===== src/rgmii_bridge_pkg.sv =====
// Constants shared by the link bridge between a gigabit PHY and the internal word ports.
`default_nettype none
package rgmii_bridge_pkg;
  // ****************************************************************
  // Clock rates and link timing
  // ****************************************************************
  localparam int REF_CLK_MHZ = 125;
  localparam int LINK_GIGA_MHZ = 125;
  localparam int LINK_FAST_MHZ = 25;
  // Longest sampled link clock period, in reference cycles, still taken as each speed.
  localparam int GIGA_MAX_CYCLES = (REF_CLK_MHZ + LINK_GIGA_MHZ - 1) / LINK_GIGA_MHZ;
  localparam int FAST_MAX_CYCLES = (REF_CLK_MHZ + LINK_FAST_MHZ - 1) / LINK_FAST_MHZ;
  // ****************************************************************
  // Widths
  // ****************************************************************
  localparam int NIBBLE_W = 4;
  localparam int WORD_W = 8;
  localparam int GPIO_W = 6;
  localparam int DIV_W = 8;
  localparam int PERIOD_W = 8;
  localparam logic [PERIOD_W-1:0] PERIOD_MAX = 8'hFF;
  localparam logic [DIV_W-1:0] DIV_RESET = 8'h01;
  // ****************************************************************
  // Link speeds
  // ****************************************************************
  typedef enum logic [1:0] {
    SPEED_10M,
    SPEED_100M,
    SPEED_1000M
  } speed_e;
endpackage : rgmii_bridge_pkg
`default_nettype wire


===== src/rgmii_ddr_sdr_bridge.sv =====
// Bridge from a double-rate four-bit PHY link to single-rate byte ports.
// Summary of operation
// - Link follows reduced gigabit interface conventions.
// - Enable hands the pins from GPIO to bridge.
// - Enabled bridge owns its ports and pins.
// - Four-bit double rate becomes eight-bit single rate.
// - Four data bits and one control each way.
// - Gigabit link clocks run at 125 MHz.
// - Bridge makes transmit clock, optional edge delay.
// - Separate clock strobes for transmit and receive.
// - Speed tracking updates on valid falling edge.
// - Management lines are open-drain single bits.
`default_nettype none
module rgmii_ddr_sdr_bridge (
  input wire logic REF_CLK,
  input wire logic RST_N,
  input wire logic ENABLE,
  input wire logic [rgmii_bridge_pkg::DIV_W-1:0] TX_CLK_HALF,
  input wire logic TX_CLK_SKEW,
  input wire logic [rgmii_bridge_pkg::WORD_W-1:0] TX_DATA,
  input wire logic TX_EN,
  input wire logic TX_ER,
  output logic TX_TAKE,
  output logic [rgmii_bridge_pkg::WORD_W-1:0] RX_DATA,
  output logic RX_DV,
  output logic RX_ER,
  output logic RX_STROBE,
  output var rgmii_bridge_pkg::speed_e LINK_SPEED,
  input wire logic [rgmii_bridge_pkg::GPIO_W-1:0] GPIO_OUT,
  input wire logic [rgmii_bridge_pkg::GPIO_W-1:0] GPIO_OE,
  output logic [rgmii_bridge_pkg::GPIO_W-1:0] GPIO_IN,
  output logic [rgmii_bridge_pkg::NIBBLE_W-1:0] TXD_O,
  output logic [rgmii_bridge_pkg::NIBBLE_W-1:0] TXD_OE,
  output logic TX_CTL_O,
  output logic TX_CTL_OE,
  output logic TX_CLK_O,
  output logic TX_CLK_OE,
  input wire logic [rgmii_bridge_pkg::NIBBLE_W-1:0] RXD,
  input wire logic RX_CTL,
  input wire logic RX_CLK,
  input wire logic SMI_CLK_LOW,
  input wire logic SMI_DATA_LOW,
  output logic SMI_DATA_IN,
  output logic MDC_O,
  output logic MDC_OE,
  output logic MDIO_O,
  output logic MDIO_OE,
  input wire logic MDIO_I,
  input wire logic PHY_RELEASE,
  output logic PHY_RST_N_O
);
  import rgmii_bridge_pkg::*;

  // ****************************************************************
  // Reset release and input synchronisers
  // ****************************************************************
  logic rst_s1, rst_n;
  always_ff @(posedge REF_CLK or negedge RST_N) begin
    if (!RST_N) begin
      rst_s1 <= 1'b0;
      rst_n <= 1'b0;
    end else begin
      rst_s1 <= 1'b1;
      rst_n <= rst_s1;
    end
  end

  // Clock, data, control and management input all pass two flip-flops with equal latency.
  localparam int SYNC_W = NIBBLE_W + 3;
  logic [SYNC_W-1:0] in_s1, in_s2;
  always_ff @(posedge REF_CLK or negedge rst_n) begin
    if (!rst_n) begin
      in_s1 <= '0;
      in_s2 <= '0;
    end else begin
      in_s1 <= {MDIO_I, RX_CLK, RX_CTL, RXD};
      in_s2 <= in_s1;
    end
  end
  wire [NIBBLE_W-1:0] rxd_s2 = in_s2[NIBBLE_W-1:0];
  wire ctl_s2 = in_s2[NIBBLE_W];
  wire rxc_s2 = in_s2[NIBBLE_W+1];
  wire mdio_s2 = in_s2[NIBBLE_W+2];

  // ****************************************************************
  // Ownership of pins and ports
  // ****************************************************************
  wire en = ENABLE & rst_n;

  // ****************************************************************
  // Receive path: rising edge gives low nibble and valid
  // ****************************************************************
  logic rxc_d;
  logic [NIBBLE_W-1:0] lo_nib;
  logic ctl_r;
  wire rx_rise = rxc_s2 & ~rxc_d;
  wire rx_fall = ~rxc_s2 & rxc_d;
  always_ff @(posedge REF_CLK or negedge rst_n) begin
    if (!rst_n) begin
      rxc_d <= 1'b0;
      lo_nib <= '0;
      ctl_r <= 1'b0;
    end else begin
      rxc_d <= rxc_s2;
      if (en && rx_rise) begin
        lo_nib <= rxd_s2;
        ctl_r <= ctl_s2;
      end
    end
  end

  // The falling edge completes the byte and is the receive clock strobe.
  always_ff @(posedge REF_CLK or negedge rst_n) begin
    if (!rst_n) begin
      RX_DATA <= '0;
      RX_DV <= 1'b0;
      RX_ER <= 1'b0;
      RX_STROBE <= 1'b0;
    end else begin
      RX_STROBE <= en & rx_fall;
      if (!en) begin
        RX_DV <= 1'b0;
        RX_ER <= 1'b0;
      end else if (rx_fall) begin
        RX_DATA <= {rxd_s2, lo_nib};
        RX_DV <= ctl_r;
        RX_ER <= ctl_r ^ ctl_s2;
      end
    end
  end

  // ****************************************************************
  // Speed tracking, updated when valid falls
  // ****************************************************************
  logic [PERIOD_W-1:0] period_cnt, period;
  logic dv_d;
  wire dv_fell = dv_d & ~RX_DV;
  wire speed_e next_speed = (period <= PERIOD_W'(GIGA_MAX_CYCLES)) ? SPEED_1000M :
                            (period <= PERIOD_W'(FAST_MAX_CYCLES)) ? SPEED_100M : SPEED_10M;
  always_ff @(posedge REF_CLK or negedge rst_n) begin
    if (!rst_n) begin
      period_cnt <= '0;
      period <= PERIOD_MAX;
      dv_d <= 1'b0;
      LINK_SPEED <= SPEED_10M;
    end else begin
      dv_d <= RX_DV;
      if (rx_rise) begin
        period_cnt <= PERIOD_W'(1);
        period <= period_cnt;
      end else if (period_cnt != PERIOD_MAX) begin
        period_cnt <= period_cnt + PERIOD_W'(1);
      end
      if (en && dv_fell) begin
        LINK_SPEED <= next_speed;
      end
    end
  end

  // ****************************************************************
  // Transmit clock divider and double-rate output
  // ****************************************************************
  logic [DIV_W-1:0] div_cnt;
  logic clk_int, clk_dly;
  logic [NIBBLE_W-1:0] hi_nib, tx_d;
  logic tx_ctl, ctl_fall_val;
  wire [DIV_W-1:0] half = (TX_CLK_HALF == '0) ? DIV_RESET : TX_CLK_HALF;
  wire tick = en && (div_cnt >= half - DIV_W'(1));
  wire start_high = tick & ~clk_int;
  wire start_low = tick & clk_int;
  assign TX_TAKE = start_high;
  always_ff @(posedge REF_CLK or negedge rst_n) begin
    if (!rst_n) begin
      div_cnt <= '0;
      clk_int <= 1'b0;
      clk_dly <= 1'b0;
    end else begin
      clk_dly <= clk_int;
      if (!en || tick) begin
        div_cnt <= '0;
      end else begin
        div_cnt <= div_cnt + DIV_W'(1);
      end
      if (!en) begin
        clk_int <= 1'b0;
      end else if (tick) begin
        clk_int <= ~clk_int;
      end
    end
  end

  always_ff @(posedge REF_CLK or negedge rst_n) begin
    if (!rst_n) begin
      tx_d <= '0;
      hi_nib <= '0;
      tx_ctl <= 1'b0;
      ctl_fall_val <= 1'b0;
    end else if (start_high) begin
      tx_d <= TX_DATA[NIBBLE_W-1:0];
      hi_nib <= TX_DATA[WORD_W-1:NIBBLE_W];
      tx_ctl <= TX_EN;
      ctl_fall_val <= TX_EN ^ TX_ER;
    end else if (start_low) begin
      tx_d <= hi_nib;
      tx_ctl <= ctl_fall_val;
    end else if (!en) begin
      tx_d <= '0;
      tx_ctl <= 1'b0;
    end
  end

  // ****************************************************************
  // Pin multiplexing and management lines
  // ****************************************************************
  wire tx_clk_sel = TX_CLK_SKEW ? clk_dly : clk_int;
  assign TXD_O = en ? tx_d : GPIO_OUT[NIBBLE_W-1:0];
  assign TXD_OE = en ? {NIBBLE_W{1'b1}} : GPIO_OE[NIBBLE_W-1:0];
  assign TX_CTL_O = en ? tx_ctl : GPIO_OUT[NIBBLE_W];
  assign TX_CTL_OE = en ? 1'b1 : GPIO_OE[NIBBLE_W];
  assign TX_CLK_O = en ? tx_clk_sel : GPIO_OUT[NIBBLE_W+1];
  assign TX_CLK_OE = en ? 1'b1 : GPIO_OE[NIBBLE_W+1];
  // Receive pins read as GPIO only while the bridge is off.
  assign GPIO_IN = en ? '0 : {rxc_s2, ctl_s2, rxd_s2};

  // Open-drain: only ever pull low, the board pulls high.
  assign MDC_O = 1'b0;
  assign MDC_OE = SMI_CLK_LOW;
  assign MDIO_O = 1'b0;
  assign MDIO_OE = SMI_DATA_LOW;
  assign SMI_DATA_IN = mdio_s2;

  // The PHY keeps its receive clock quiet until the network layer frees it.
  always_ff @(posedge REF_CLK or negedge rst_n) begin
    if (!rst_n) begin
      PHY_RST_N_O <= 1'b0;
    end else if (PHY_RELEASE) begin
      PHY_RST_N_O <= 1'b1;
    end
  end

  // ****************************************************************
  // Assertions
  // ****************************************************************
  a_pins_to_gpio: assert property (@(posedge REF_CLK) disable iff (!rst_n)
    !ENABLE |-> (TXD_O == GPIO_OUT[NIBBLE_W-1:0] && TX_CLK_OE == GPIO_OE[NIBBLE_W+1]))
    else $error("Disabled bridge still drives link pins");
  a_ports_quiet: assert property (@(posedge REF_CLK) disable iff (!rst_n)
    !ENABLE |-> (GPIO_IN == {rxc_s2, ctl_s2, rxd_s2}) ##1 (!RX_STROBE && !RX_DV))
    else $error("Disabled bridge still uses its ports");
  a_rx_byte: assert property (@(posedge REF_CLK) disable iff (!rst_n)
    (en && rx_fall) |=> (RX_STROBE && RX_DATA == {$past(rxd_s2), $past(lo_nib)}))
    else $error("Received byte not built from both edges");
  a_rx_error: assert property (@(posedge REF_CLK) disable iff (!rst_n)
    (en && rx_fall) |=> (RX_ER == ($past(ctl_r) ^ $past(ctl_s2)) && RX_DV == $past(ctl_r)))
    else $error("Receive valid or error decoded wrongly");
  a_tx_low_nibble: assert property (@(posedge REF_CLK) disable iff (!rst_n)
    TX_TAKE |=> (tx_d == $past(TX_DATA[NIBBLE_W-1:0]) && clk_int && tx_ctl == $past(TX_EN)))
    else $error("Transmit low nibble not placed with clock high");
  a_tx_high_nib: assert property (@(posedge REF_CLK) disable iff (!rst_n)
    start_low |=> (tx_d == $past(hi_nib) && tx_ctl == $past(ctl_fall_val) && !clk_int))
    else $error("Transmit high nibble not placed with clock low");
  a_tx_skew: assert property (@(posedge REF_CLK) disable iff (!rst_n)
    (en && TX_CLK_SKEW) |-> (TX_CLK_O == $past(clk_int)))
    else $error("Delayed transmit clock not one cycle late");
  a_strobe_split: assert property (@(posedge REF_CLK) disable iff (!rst_n)
    TX_TAKE |-> (en && !clk_int && div_cnt == half - DIV_W'(1)))
    else $error("Transmit strobe outside its clock point");
  a_speed_update: assert property (@(posedge REF_CLK) disable iff (!rst_n)
    (en && dv_fell) |=> (LINK_SPEED == $past(next_speed)))
    else $error("Speed not updated on valid falling edge");
  a_smi_drain: assert property (@(posedge REF_CLK) disable iff (!rst_n)
    (MDIO_OE || MDC_OE) |-> (!MDIO_O && !MDC_O))
    else $error("Management line driven high");
  a_phy_held: assert property (@(posedge REF_CLK) disable iff (!rst_n)
    (!PHY_RST_N_O && !PHY_RELEASE) |=> !PHY_RST_N_O)
    else $error("PHY left reset without release");
endmodule : rgmii_ddr_sdr_bridge
`default_nettype wire


===== config.mk =====
export PLATFORM = sky130hd
export DESIGN_NAME = rgmii_ddr_sdr_bridge
export DESIGN_NICKNAME = d
export VERILOG_FILES = /design/src/rgmii_bridge_pkg.sv /design/src/rgmii_ddr_sdr_bridge.sv
export SDC_FILE = /design/constraint.sdc
export NUM_CORES = 1
export LEC_CHECK = 0
export ABC_CLOCK_PERIOD_IN_PS = 3400
export BUFFER_PORTS_ARGS = -buffer_cell sky130_fd_sc_hd__buf_2
export CELL_PAD_IN_SITES_DETAIL_PLACEMENT = 0
export CELL_PAD_IN_SITES_GLOBAL_PLACEMENT = 2
export CORE_ASPECT_RATIO = 0.75
export CORE_MARGIN = 3
export CORE_UTILIZATION = 31
export DETAILED_ROUTE_END_ITERATION = 6
export PLACE_DENSITY = 0.82
export SLEW_MARGIN = 15
export SYNTH_ARGS = -nofsm -noshare
export SYNTH_HDL_FRONTEND = slang
export SYNTH_SLANG_ARGS = --single-unit

===== constraint.sdc =====
create_clock -name REF_CLK -period 3.4 [get_ports REF_CLK]
set_input_delay 0.34 -clock REF_CLK [delete_from_list [all_inputs] [get_ports REF_CLK]]
set_output_delay 0.34 -clock REF_CLK [all_outputs]
set_load 0.02 [all_outputs]

==> results.txt, run 1 <==
----------------------------------------------------
[Finish]
  Count of inserted antenna diode cells ... 0
  Fraction of final layout cells sized beyond drive strength 1 ... 0.411
  Final Util ... 0.418
  Fillcell total ... 952
  Area growth syn-to-layout ... 28.9%
  Final design area excluding fillers ... 4140 µm²
  Number of nets in the layout ... 405

[Synthesis]
  Synthesis-stage register bit count ... 72
  Synthesis warning total ... 0
  Mean instance size in the synthesized netlist ... 12.2 µm²
  Register area share after synthesis ... 0.564
  Mapped Area ... 3210 µm²
  Number of enable flip-flop cells after synthesis ... 0
  Fraction of synthesis flops using an asynchronous set or reset pin ... 1.00
  Cells after Synth ... 263
  Unique cell type count in the Yosys netlist ... 39
  Main synth FF type ... sky130_fd_sc_hd__dfrtp_1

[Drt]
  Number of DRC violations after detailed routing ... 0
  Total number of vias ... 2,185
  Initial DRC Count ... 62
  Total detailed-routing wirelength ... 6490 µm
  First-pass iteration count of the detailed router ... 4
  Remaining number of nets flagged by the antenna check after routing ... 0
  Routed WL per cell ... 13.3 µm
  Via density ... 4.49

[Power and ir drop]
  Worst vdd rail ir drop ... 0.367 mV
  Sw Share ... 0.259
  Static leakage power ... 0.00193 µW
  Cell internal power dissipation ... 1790 µW
  Switching Power ... 628 µW
  Power share of the clock group ... 0.409
  Combinational share of power ... 0.154
  Overall power after layout ... 2420 µW
  Reg power frac ... 0.437
  Power density normalized to cell area ... 585 nW/µm²

[GRT]
  Global route total overflow ... 0
  Total track usage ... 0.118
  First-pass GRT wire length ... 10,600 µm
  Number of global-route vias before repair ... 2,166
  Largest net degree at the start of global routing ... 69
  Antenna violations before repair ... 0

[STA]
  Final Hold Vio Count ... 0
  Highest attainable clock frequency ... 310 MHz
  Worst slack on hold paths ... 0.0850 ns
  Max Clock Skew ... 0.00521 ns
  Portion of the clock cycle consumed by the worst path in the final layout ... 0.950
  Slew margin rel. ... 0.441
  Transition time of the tightest slew-check pin ... 0.838 ns
  Setup violation total in the final timing report ... 0
  Total count of max-transition violations in the final report ... 0
  Tmin final ... 3.23 ns

[Placed design]
  DPL Wire Length ... 4590 µm
  Post-placement cell area ... 3770 µm²
  I/O Buffers ... 75
  GP Congestion ... 0.742

[Clock network]
  Worst-skew pair later-pin latency ... 0.32 ns
  Number of levels in the clock H-tree ... 3
  Master cell of the clock root buffer ... sky130_fd_sc_hd__clkbuf_16
  CTS tree ... done
  Cts bufs inserted ... 9
  Max Root-Sink Buffers ... 2
  Count of clock tree sinks ... 72
  Clock-pin slew reported for the worst setup and hold paths after clock tree synthesis ... 0.06 ns

[Die]
  Chip Height ... 94.2 µm
  Effective utilization at floorplan ... 0.325
  Horizontal die dimension ... 124 µm
  Die Area ... 11,600 µm²
  Number of placement rows ... 31
  Number of placed I/O pins ... 82
  Area of the core ... 9890 µm²

[Worst setup path]
  Maximum fanout count along the critical path ... 3
  Critical path launch point type ... input port
  Standard cell with the maximum stage delay on the critical path ... sky130_fd_sc_hd__or4_4
  Worst EP required ... 3.06 ns
  R2R depth ... 9
  Slowest cell delay on critical path ... 0.55 ns
  Crit-path leading delay family ... simple AND/OR/NAND/NOR gates
  Kind of capture point of the worst setup path ... output pin
  CP cell instances ... buf_2, or4_4, nor3_4, a21oi_2, ha_2, inv_1, nor2_1, xnor2_1, ha_1, nand2_1, o41ai_4, nor3b_4, buf_6
  CP Depth ... 13
  Worst endpoint data arrival time ... 2.89 ns
  Number of buffers and inverters on the critical path ... 3
  Crit Path Class ... in2out

[Status]
  Run status ... completed

[Run]
  Max capacitance violation total ... 0

[Hold path]
  Type of the worst min-delay path ... reg2async

----------------------------------------------------
-- stage by stage --
stage | instances | worst slack, ns | TNS [ns]
detailed placement | 469 | -0.0849 | -0.270
global placement | 469 | -0.0325 | -0.0972
finish | 487 | 0.170 | 0
global route | 487 | -0.0117 | -0.0117
CTS | 487 | 0.0367 | 0
floorplan | 264 | 0.129 | 0
-- layout make-up --
| type | instances | area (µm²) | area share |
|---|---|---|---|
| inverters | 5 | 18.8 | 0.00453 |
| clock buffers | 10 | 229 | 0.0553 |
| flip-flops and latches | 72 | 1810 | 0.438 |
| multi-input cells | 175 | 1350 | 0.326 |
| clock inverters | 6 | 91.3 | 0.0221 |
| well taps | 132 | 165 | 0.0399 |
| repair buffers | 87 | 474 | 0.115 |
-- cell usage after synthesis (2+ instances only) --
library cell / number / area share
sky130_fd_sc_hd__nand3_1: 10 / 0.016
sky130_fd_sc_hd__xor2_1: 8 / 0.022
sky130_fd_sc_hd__o21a_1: 3 / 0.0070
sky130_fd_sc_hd__dfrtp_1: 65 / 0.51
sky130_fd_sc_hd__and2_1: 6 / 0.012
sky130_fd_sc_hd__dfstp_2: 7 / 0.057
sky130_fd_sc_hd__ha_1: 11 / 0.043
sky130_fd_sc_hd__xnor2_1: 9 / 0.025
sky130_fd_sc_hd__o21ai_0: 2 / 0.0031
sky130_fd_sc_hd__mux2i_1: 9 / 0.028
sky130_fd_sc_hd__buf_4: 5 / 0.012
sky130_fd_sc_hd__nor3_1: 13 / 0.020
sky130_fd_sc_hd__o41ai_1: 2 / 0.0055
sky130_fd_sc_hd__nand2b_1: 8 / 0.016
sky130_fd_sc_hd__nand2_1: 10 / 0.012
sky130_fd_sc_hd__and3_1: 2 / 0.0039
sky130_fd_sc_hd__mux2_2: 30 / 0.11
sky130_fd_sc_hd__conb_1: 2 / 0.0023
sky130_fd_sc_hd__nor2_1: 23 / 0.027
sky130_fd_sc_hd__a21oi_1: 4 / 0.0062
sky130_fd_sc_hd__clkbuf_1: 5 / 0.0058
sky130_fd_sc_hd__nor2b_1: 2 / 0.0039
sky130_fd_sc_hd__a211oi_1: 7 / 0.016
sky130_fd_sc_hd__inv_1: 5 / 0.0058
-- cells in the final DEF (no fill, tap or decap), types with 2 or more instances in the layout --
cell type and n:
sky130_fd_sc_hd__buf_2 74, sky130_fd_sc_hd__dfrtp_1 64, sky130_fd_sc_hd__mux2_2 30, sky130_fd_sc_hd__nor2_1 23
sky130_fd_sc_hd__nor3_1 12, sky130_fd_sc_hd__buf_4 11, sky130_fd_sc_hd__nand2_1 10, sky130_fd_sc_hd__nand3_1 10
sky130_fd_sc_hd__ha_1 10, sky130_fd_sc_hd__xnor2_1 9, sky130_fd_sc_hd__mux2i_1 9, sky130_fd_sc_hd__clkbuf_16 9
sky130_fd_sc_hd__xor2_1 8, sky130_fd_sc_hd__nand2b_1 8, sky130_fd_sc_hd__a211oi_1 7, sky130_fd_sc_hd__dfstp_2 7
sky130_fd_sc_hd__and2_1 6, sky130_fd_sc_hd__inv_1 5, sky130_fd_sc_hd__o21a_1 3, sky130_fd_sc_hd__a21oi_1 3
sky130_fd_sc_hd__conb_1 3, sky130_fd_sc_hd__clkinvlp_4 3, sky130_fd_sc_hd__o41ai_1 2, sky130_fd_sc_hd__and3_1 2
sky130_fd_sc_hd__o21ai_0 2, sky130_fd_sc_hd__nor2b_1 2, sky130_fd_sc_hd__bufinv_16 2
-- metal layers --
metal,part of all wire,global-route usage,vias up
li1,-,-,1084
met1,0.49,0.164,1037
met2,0.43,0.169,60
met5,0,0,-
met3,0.069,0.0458,4
met4,0.0054,0.0332,0
-- logic make-up (layout without fill, tap and decap cells) --
family          after synthesis  in the layout  synth area share
simple gates                 83             83             0.133
buf+inv                      17            108            0.0280
flops                        72             72             0.564
compound gates               22             22            0.0503
xor+xnor                     17             17            0.0464
other cells                   2              3           0.00234
mux                          39             39             0.133
fa+ha+maj                    11             11            0.0429
-- power groups by stage --
| stage | combinational [µW] | clock (µW) | sequential, µW |
|---|---|---|---|
| floorplan | 199 | 0 | 1110 |
| global placement | 364 | 0 | 1070 |
| detailed placement | 373 | 0 | 1070 |
| CTS | 377 | 1020 | 1060 |
| global route | 414 | 1060 | 1080 |
| finish | 371 | 990 | 1060 |
-- sequential cells by signal, summed over array words and instances, names as in the netlist, 2 cells and up --
signal	count
tx_d	4
in_s2	7
period_cnt	8
div_cnt	8
hi_nib	4
RX_DATA	8
LINK_SPEED	2
period	7
in_s1	7
lo_nib	4
-- path summary, 6_finish.rpt --
path,from,to,slack (ns)
setup reg to reg,div_cnt[0],hi_nib[2],0.92
hold reg to reg,rst_n,dv_d,0.09
setup / recovery,TX_CLK_HALF[2],TX_TAKE,0.17
min in group REF_CLK,MDIO_I,in_s1[6],0.12
max in group asynchronous,rst_n,div_cnt[4],2.26
hold / removal,rst_n,dv_d,0.09
-- what timing repair did --
action | CTS | global route
gates resized for setup | 1 | 7
buffers inserted | 1 | 0
endpoints found under the setup margin | 1 | 4
hold buffers | 1 | 0
hold endpoints to repair | 2 | 0
pin swaps | 0 | 2
No activity file was read; power rests on OpenSTA's default activity.
==> run 2: changes to the inputs <==
Settings changed: ABC_AREA set to 1, ABC_CLOCK_PERIOD_IN_PS 3400 to not set, CORE_MARGIN 3 to 2, CORE_UTILIZATION 31 to 28, PLACE_DENSITY 0.82 to 0.8.
==> run 2 against run 1 <==
Clock skew fell by 0.0011 ns; total power fell by 3.0%; clock power barely moved; critical endpoint unchanged; largest power group unchanged.
==> results.txt, run 2 <==
----------------------------------------------------
[Placed design]
  GP Congestion ... 0.754
  I/O Buffers ... 75
  DPL Wire Length ... 5280 µm

[Clock network]
  Clock-pin slew reported for the worst setup and hold paths after clock tree synthesis ... 0.06 ns
  Resized cells post-CTS ... 0
  Worst-skew pair later-pin latency ... 0.33 ns
  Master cell of the clock root buffer ... sky130_fd_sc_hd__clkbuf_16
  Count of clock tree sinks ... 72
  Cts bufs inserted ... 9
  CTS tree ... done
  Number of levels in the clock H-tree ... 3
  Max Root-Sink Buffers ... 2

[GRT]
  Antenna violations before repair ... 0
  Number of global-route vias before repair ... 2,499
  GRT busiest layer ... met1
  Total track usage ... 0.122
  Met2 Track Usage GR ... 0.161
  Met3 Track Usage GR ... 0.0340
  First-pass GRT wire length ... 12,100 µm
  Global route total overflow ... 0
  Met1 demand-to-capacity share in global routing ... 0.185
  Largest net degree at the start of global routing ... 71

[Drt]
  Remaining number of nets flagged by the antenna check after routing ... 0
  Initial DRC Count ... 167
  First-pass iteration count of the detailed router ... 4
  Number of DRC violations after detailed routing ... 0
  Total number of vias ... 2,532
  Total detailed-routing wirelength ... 7160 µm
  Routed WL per cell ... 11.9 µm
  Via density ... 4.21

[Power and ir drop]
  Reg power frac ... 0.437
  Worst vdd rail ir drop ... 0.287 mV
  Overall power after layout ... 2350 µW
  Sw Share ... 0.264
  Power density normalized to cell area ... 567 nW/µm²
  Switching Power ... 620 µW
  Static leakage power ... 0.00210 µW
  Power share of the clock group ... 0.420
  Combinational share of power ... 0.143
  Cell internal power dissipation ... 1730 µW

[Worst setup path]
  Kind of capture point of the worst setup path ... output pin
  Critical path launch point type ... input port
  Crit Path Class ... in2out
  Number of buffers and inverters on the critical path ... 4
  Standard cell with the maximum stage delay on the critical path ... sky130_fd_sc_hd__ha_1
  Crit-path leading delay family ... simple AND/OR/NAND/NOR gates
  Slowest cell delay on critical path ... 0.28 ns
  Worst endpoint data arrival time ... 2.63 ns
  Maximum fanout count along the critical path ... 8
  Worst EP required ... 3.06 ns
  CP Depth ... 16
  R2R depth ... 6
  CP most frequent cell ... sky130_fd_sc_hd__nand2_1
  CP cell instances ... buf_2, nor2_1, nand3_1, o21ai_0, inv_1, ha_1, nand2_1, nor3_1, xor2_1, ha_1, nand2_1, o21a_1, nand2_1, nand3_2, inv_2, buf_2

[Synthesis]
  Fraction of synthesized cell area taken by the top area cell type ... 0.495
  Number of enable flip-flop cells after synthesis ... 0
  Fraction of synthesis flops using an asynchronous set or reset pin ... 1.00
  Synthesis warning total ... 0
  Leading area contributor after synthesis ... sky130_fd_sc_hd__dfrtp_1
  Leading post-synthesis cells by cell area ... sky130_fd_sc_hd__dfrtp_1, sky130_fd_sc_hd__nand2_1, sky130_fd_sc_hd__dfstp_2
  Synthesis-stage register bit count ... 72
  Cells after Synth ... 354
  Unique cell type count in the Yosys netlist ... 36
  Register area share after synthesis ... 0.551
  Mapped Area ... 3290 µm²
  Most common library cells after synthesis ... sky130_fd_sc_hd__nand2_1, sky130_fd_sc_hd__dfrtp_1, sky130_fd_sc_hd__inv_1
  Most common cell in the netlist ... sky130_fd_sc_hd__nand2_1
  Main synth FF type ... sky130_fd_sc_hd__dfrtp_1
  Mean instance size in the synthesized netlist ... 9.29 µm²

[Finish]
  Most used cells in the layout excluding fill and tap cells ... sky130_fd_sc_hd__nand2_1, sky130_fd_sc_hd__buf_2, sky130_fd_sc_hd__dfrtp_1
  Area growth syn-to-layout ... 26.0%
  Most common cell after layout, fill and taps aside ... sky130_fd_sc_hd__nand2_1
  Biggest registers after layout ... RX_DATA (8), div_cnt (8), period_cnt (8)
  Number of nets in the layout ... 489
  Fraction of final layout cells sized beyond drive strength 1 ... 0.294
  Fillcell total ... 1,188
  Count of inserted antenna diode cells ... 0

[Die]
  Chip Height ... 97.8 µm
  Area of the core ... 11,500 µm²
  Effective utilization at floorplan ... 0.285
  Number of placement rows ... 34
  Number of placed I/O pins ... 82
  Horizontal die dimension ... 129 µm
  Die Area ... 12,600 µm²

[Run]
  Max capacitance violation total ... 0

[STA]
  Transition time of the tightest slew-check pin ... 0.886 ns
  Tmin final ... 2.97 ns
  Total count of max-transition violations in the final report ... 0
  Final Hold Vio Count ... 0
  Setup violation total in the final timing report ... 0
  Total negative setup slack ... 0 ns
  Slew margin rel. ... 0.410
  Highest attainable clock frequency ... 337 MHz
  Max Clock Skew ... 0.00412 ns
  RSZ-0062 raised after global routing ... no
  Portion of the clock cycle consumed by the worst path in the final layout ... 0.874

[Hold path]
  Number of cells on the worst hold path ... 1
  Type of the worst min-delay path ... in2reg

[Status]
  Run status ... completed

----------------------------------------------------
run 2: cell count changes after synthesis, sizes merged, moves of 7 or more:
cell | previous run | this run
nand2 | 10 | 97
mux2i | 9 | 0
mux2 | 30 | 0
o21ai | 2 | 28
inv | 5 | 37
or2 | 1 | 8
nand4 | 1 | 12
nand2b | 8 | 0
nor3 | 13 | 5
run 2: what timing repair did:
item,in CTS,in global routing
endpoints found under the hold margin,2,0
hold buffers,1,0
buffers inserted,0,0
run 2: path summary, 6_finish.rpt:
| kind | start | end | slack [ns] |
|---|---|---|---|
| worst min register to register | in_s1[0] | in_s2[0] | 0.35 |
| max in group asynchronous | rst_n | period_cnt[4] | 2.27 |
| min in group asynchronous | RST_N | rst_s1 | 0.32 |
| worst min-delay path | RXD[1] | in_s1[1] | 0.12 |
| worst max-delay path | TX_CLK_HALF[3] | TX_TAKE | 0.43 |
| worst max register to register | rst_n | tx_d[2] | 1.69 |
run 2: cell families after synthesis:
group,after synthesis,synth area share
buf+inv,48,0.0643
xor+xnor,12,0.0320
compound gates,39,0.0704
flops,72,0.551
simple gates,170,0.238
other cells,2,0.00228
fa+ha+maj,11,0.0419
run 2: per-layer routing:
metal	part of all wire	up-vias
met2	0.39	76
met5	0	-
li1	-	1294
met1	0.54	1155
met3	0.053	7
met4	0.016	0
run 2: power by group through the flow:
| stage | registers [µW] | logic (µW) | clock network [µW] |
|---|---|---|---|
| 6_report | 1030 | 336 | 987 |
| 4_1_cts | 1020 | 342 | 1020 |
| 2_1_floorplan | 1070 | 192 | 0 |
| 3_5_place_dp | 1040 | 340 | 0 |
| 5_1_grt | 1040 | 383 | 1060 |
| 3_3_place_gp | 1040 | 335 | 0 |
run 2: stage by stage:
step / instance area, µm² / setup WS, ns / instances / hold slack [ns] / util
floorplan: 3290 / 0.122 / 355 / 0.0444 / -
global placement: 3820 / 0.441 / 584 / 0.131 / 0.331
detailed placement: 3820 / 0.373 / 584 / 0.132 / 0.331
CTS: 4140 / 0.377 / 601 / 0.0973 / 0.359
global route: 4140 / 0.0895 / 601 / 0.0960 / 0.359
finish: 4140 / 0.429 / 601 / 0.115 / 0.359
run 2: area by class of cell:
cell class	count	area [µm²]	share of cell area
multi-input cells	235	1270	0.306
clock buffers	11	233	0.0562
repair buffers	78	400	0.0967
well taps	162	203	0.0490
inverters	38	143	0.0345
flip-flops and latches	72	1810	0.438
clock inverters	5	81.3	0.0196
==> run 3: changes to the inputs <==
Settings changed: ABC_AREA 1 to not set, CORE_UTILIZATION 28 to 31, PLACE_DENSITY 0.8 to 0.82.
==> run 3 against run 2 <==
Count of clock-buffer cells in the layout unchanged; first-iteration DRC count is 41% lower; global-route usage about the same; setup slack worse by 0.27 ns; clock skew rose by 0.0025 ns; critical path depth fell by 4; design area is 0.33% higher; sequential cell count stayed put; clock power about the same; total power up 3.6%; fmax decreased by 8.4%; wire length down 11%; highest routed layer unchanged.
==> results.txt, run 3 (synthesis gave the netlist of run 1 again) <==
----------------------------------------------------
[Die]
  Number of placed I/O pins ... 82
  Horizontal die dimension ... 122 µm
  Effective utilization at floorplan ... 0.316
  Die Area ... 11,200 µm²
  Area of the core ... 10,200 µm²
  Number of placement rows ... 32
  Chip Height ... 92.2 µm

[Clock network]
  Count of clock tree sinks ... 72
  Max Root-Sink Buffers ... 2
  Cts bufs inserted ... 9
  Master cell of the clock root buffer ... sky130_fd_sc_hd__clkbuf_16
  # Post-CTS Setup Buffers ... 0
  Clock-pin slew reported for the worst setup and hold paths after clock tree synthesis ... 0.06 ns
  Worst-skew pair later-pin latency ... 0.33 ns
  Number of levels in the clock H-tree ... 3
  CTS tree ... done

[STA]
  Portion of the clock cycle consumed by the worst path in the final layout ... 0.954
  Total count of max-transition violations in the final report ... 0
  Max Clock Skew ... 0.00662 ns
  Setup violation total in the final timing report ... 0
  Total negative setup slack ... 0 ns
  Transition time of the tightest slew-check pin ... 0.877 ns
  Worst path setup slack after routing ... 0.156 ns
  Worst slack on hold paths ... 0.112 ns
  Final Hold Vio Count ... 0
  Slew margin rel. ... 0.415
  Tmin final ... 3.24 ns
  Highest attainable clock frequency ... 308 MHz

[Power and ir drop]
  Switching Power ... 621 µW
  Cell internal power dissipation ... 1810 µW
  Combinational share of power ... 0.154
  Reg power frac ... 0.433
  Static leakage power ... 0.00194 µW
  Power density normalized to cell area ... 586 nW/µm²
  Power share of the clock group ... 0.414
  Overall power after layout ... 2430 µW
  Worst vdd rail ir drop ... 0.461 mV
  Sw Share ... 0.255

[Worst setup path]
  Kind of capture point of the worst setup path ... output pin
  Slowest cell delay on critical path ... 0.55 ns
  Critical path launch point type ... input port
  Worst EP required ... 3.06 ns
  Worst endpoint data arrival time ... 2.90 ns
  Maximum fanout count along the critical path ... 3
  Crit Path Class ... in2out
  CP cell instances ... buf_2, or4_4, nor3_4, a21oi_1, ha_2, xnor2_2, ha_2, o21a_1, nor2_1, o41ai_4, nor3b_4, buf_6
  Crit-path leading delay family ... simple AND/OR/NAND/NOR gates
  CP most frequent cell ... sky130_fd_sc_hd__ha_2
  Number of buffers and inverters on the critical path ... 2
  Standard cell with the maximum stage delay on the critical path ... sky130_fd_sc_hd__or4_4

[Finish]
  Count of inserted antenna diode cells ... 0
  Most used cells in the layout excluding fill and tap cells ... sky130_fd_sc_hd__buf_2, sky130_fd_sc_hd__dfrtp_1, sky130_fd_sc_hd__mux2_2
  Combined area of the multi-input logic cells ... 1360 µm²
  Area growth syn-to-layout ... 29.3%
  Sequential Area ... 1810 µm²
  Fillcell total ... 966
  Final design area excluding fillers ... 4150 µm²
  Most common cell after layout, fill and taps aside ... sky130_fd_sc_hd__buf_2
  Number of nets in the layout ... 405
  Fraction of final layout cells sized beyond drive strength 1 ... 0.414
  Biggest registers after layout ... RX_DATA (8), div_cnt (8), period_cnt (8)

[Placed design]
  Post-placement cell area ... 3780 µm²
  I/O Buffers ... 75
  Post-placement worst setup slack ... -0.00715 ns
  DPL Wire Length ... 4450 µm
  GP Congestion ... 0.702

[GRT]
  Largest net degree at the start of global routing ... 74
  First-pass GRT wire length ... 10,600 µm
  Number of global-route vias before repair ... 2,166
  Total track usage ... 0.122
  Global route total overflow ... 0
  Antenna violations before repair ... 0

[Drt]
  Via density ... 4.44
  Remaining number of nets flagged by the antenna check after routing ... 0
  Number of DRC violations after detailed routing ... 0
  Routed WL per cell ... 12.9 µm
  Total detailed-routing wirelength ... 6340 µm
  Initial DRC Count ... 98
  Total number of vias ... 2,182
  First-pass iteration count of the detailed router ... 4

[Hold path]
  Type of the worst min-delay path ... in2reg

[Run]
  Max capacitance violation total ... 0

[Status]
  Run status ... completed

----------------------------------------------------
==> run 3: changes by cell type in the layout (fill, tap and decap cells not counted), sizes merged, moves of 7 or more <==
cell,previous run,this run
nand4,12,1
buf,77,86
nand2b,0,8
inv,37,5
or2,8,1
nor3,5,13
mux2,0,30
o21ai,28,2
mux2i,0,9
nand2,97,10
==> run 3: power groups by stage <==
stage | sequential (µW) | combinational [µW] | clock (µW)
6_report | 1050 | 374 | 1010
5_1_grt | 1070 | 412 | 1080
4_1_cts | 1060 | 377 | 1040
3_5_place_dp | 1070 | 375 | 0
3_3_place_gp | 1070 | 368 | 0
2_1_floorplan | 1110 | 199 | 0
==> run 3: worst paths after layout <==
path	from	to	slack [ns]	depth (start not counted)
setup / recovery	TX_CLK_HALF[2]	TX_TAKE	0.16	12
hold / removal	RXD[1]	in_s1[1]	0.11	1
setup reg to reg	div_cnt[0]	hi_nib[2]	1.06	9
hold reg to reg	in_s1[2]	in_s2[2]	0.35	0
max in group asynchronous	rst_n	tx_d[2]	2.34	1
min in group asynchronous	RST_N	rst_s1	0.32	2
==> run 3: stage by stage <==
stage	cells	util
2_1_floorplan	264	-
3_3_place_gp	474	0.372
3_5_place_dp	474	0.372
4_1_cts	491	0.405
5_1_grt	491	0.408
6_report	491	0.408
==> run 3: per-layer routing <==
layer / vias up / part of all wire / GRT usage
met5: - / 0 / 0
met4: 0 / 0.0062 / 0.0316
met3: 6 / 0.065 / 0.0529
met2: 52 / 0.44 / 0.179
met1: 1033 / 0.49 / 0.165
li1: 1091 / - / -
==> run 3: area by class of cell <==
type	count	share of cell area
timing repair buffer	87	0.114
sequential	72	0.436
clock buffer	11	0.0584
clock inverter	5	0.0196
tap	136	0.0410
multi-input combinational	175	0.326
inverter	5	0.00452
==> run 3: what timing repair did <==
action                     in CTS  in global routing
setup endpoints to repair       0                  1
hold buffers                    1                  0
hold endpoints to repair        2                  0
gates resized for setup         0                  9
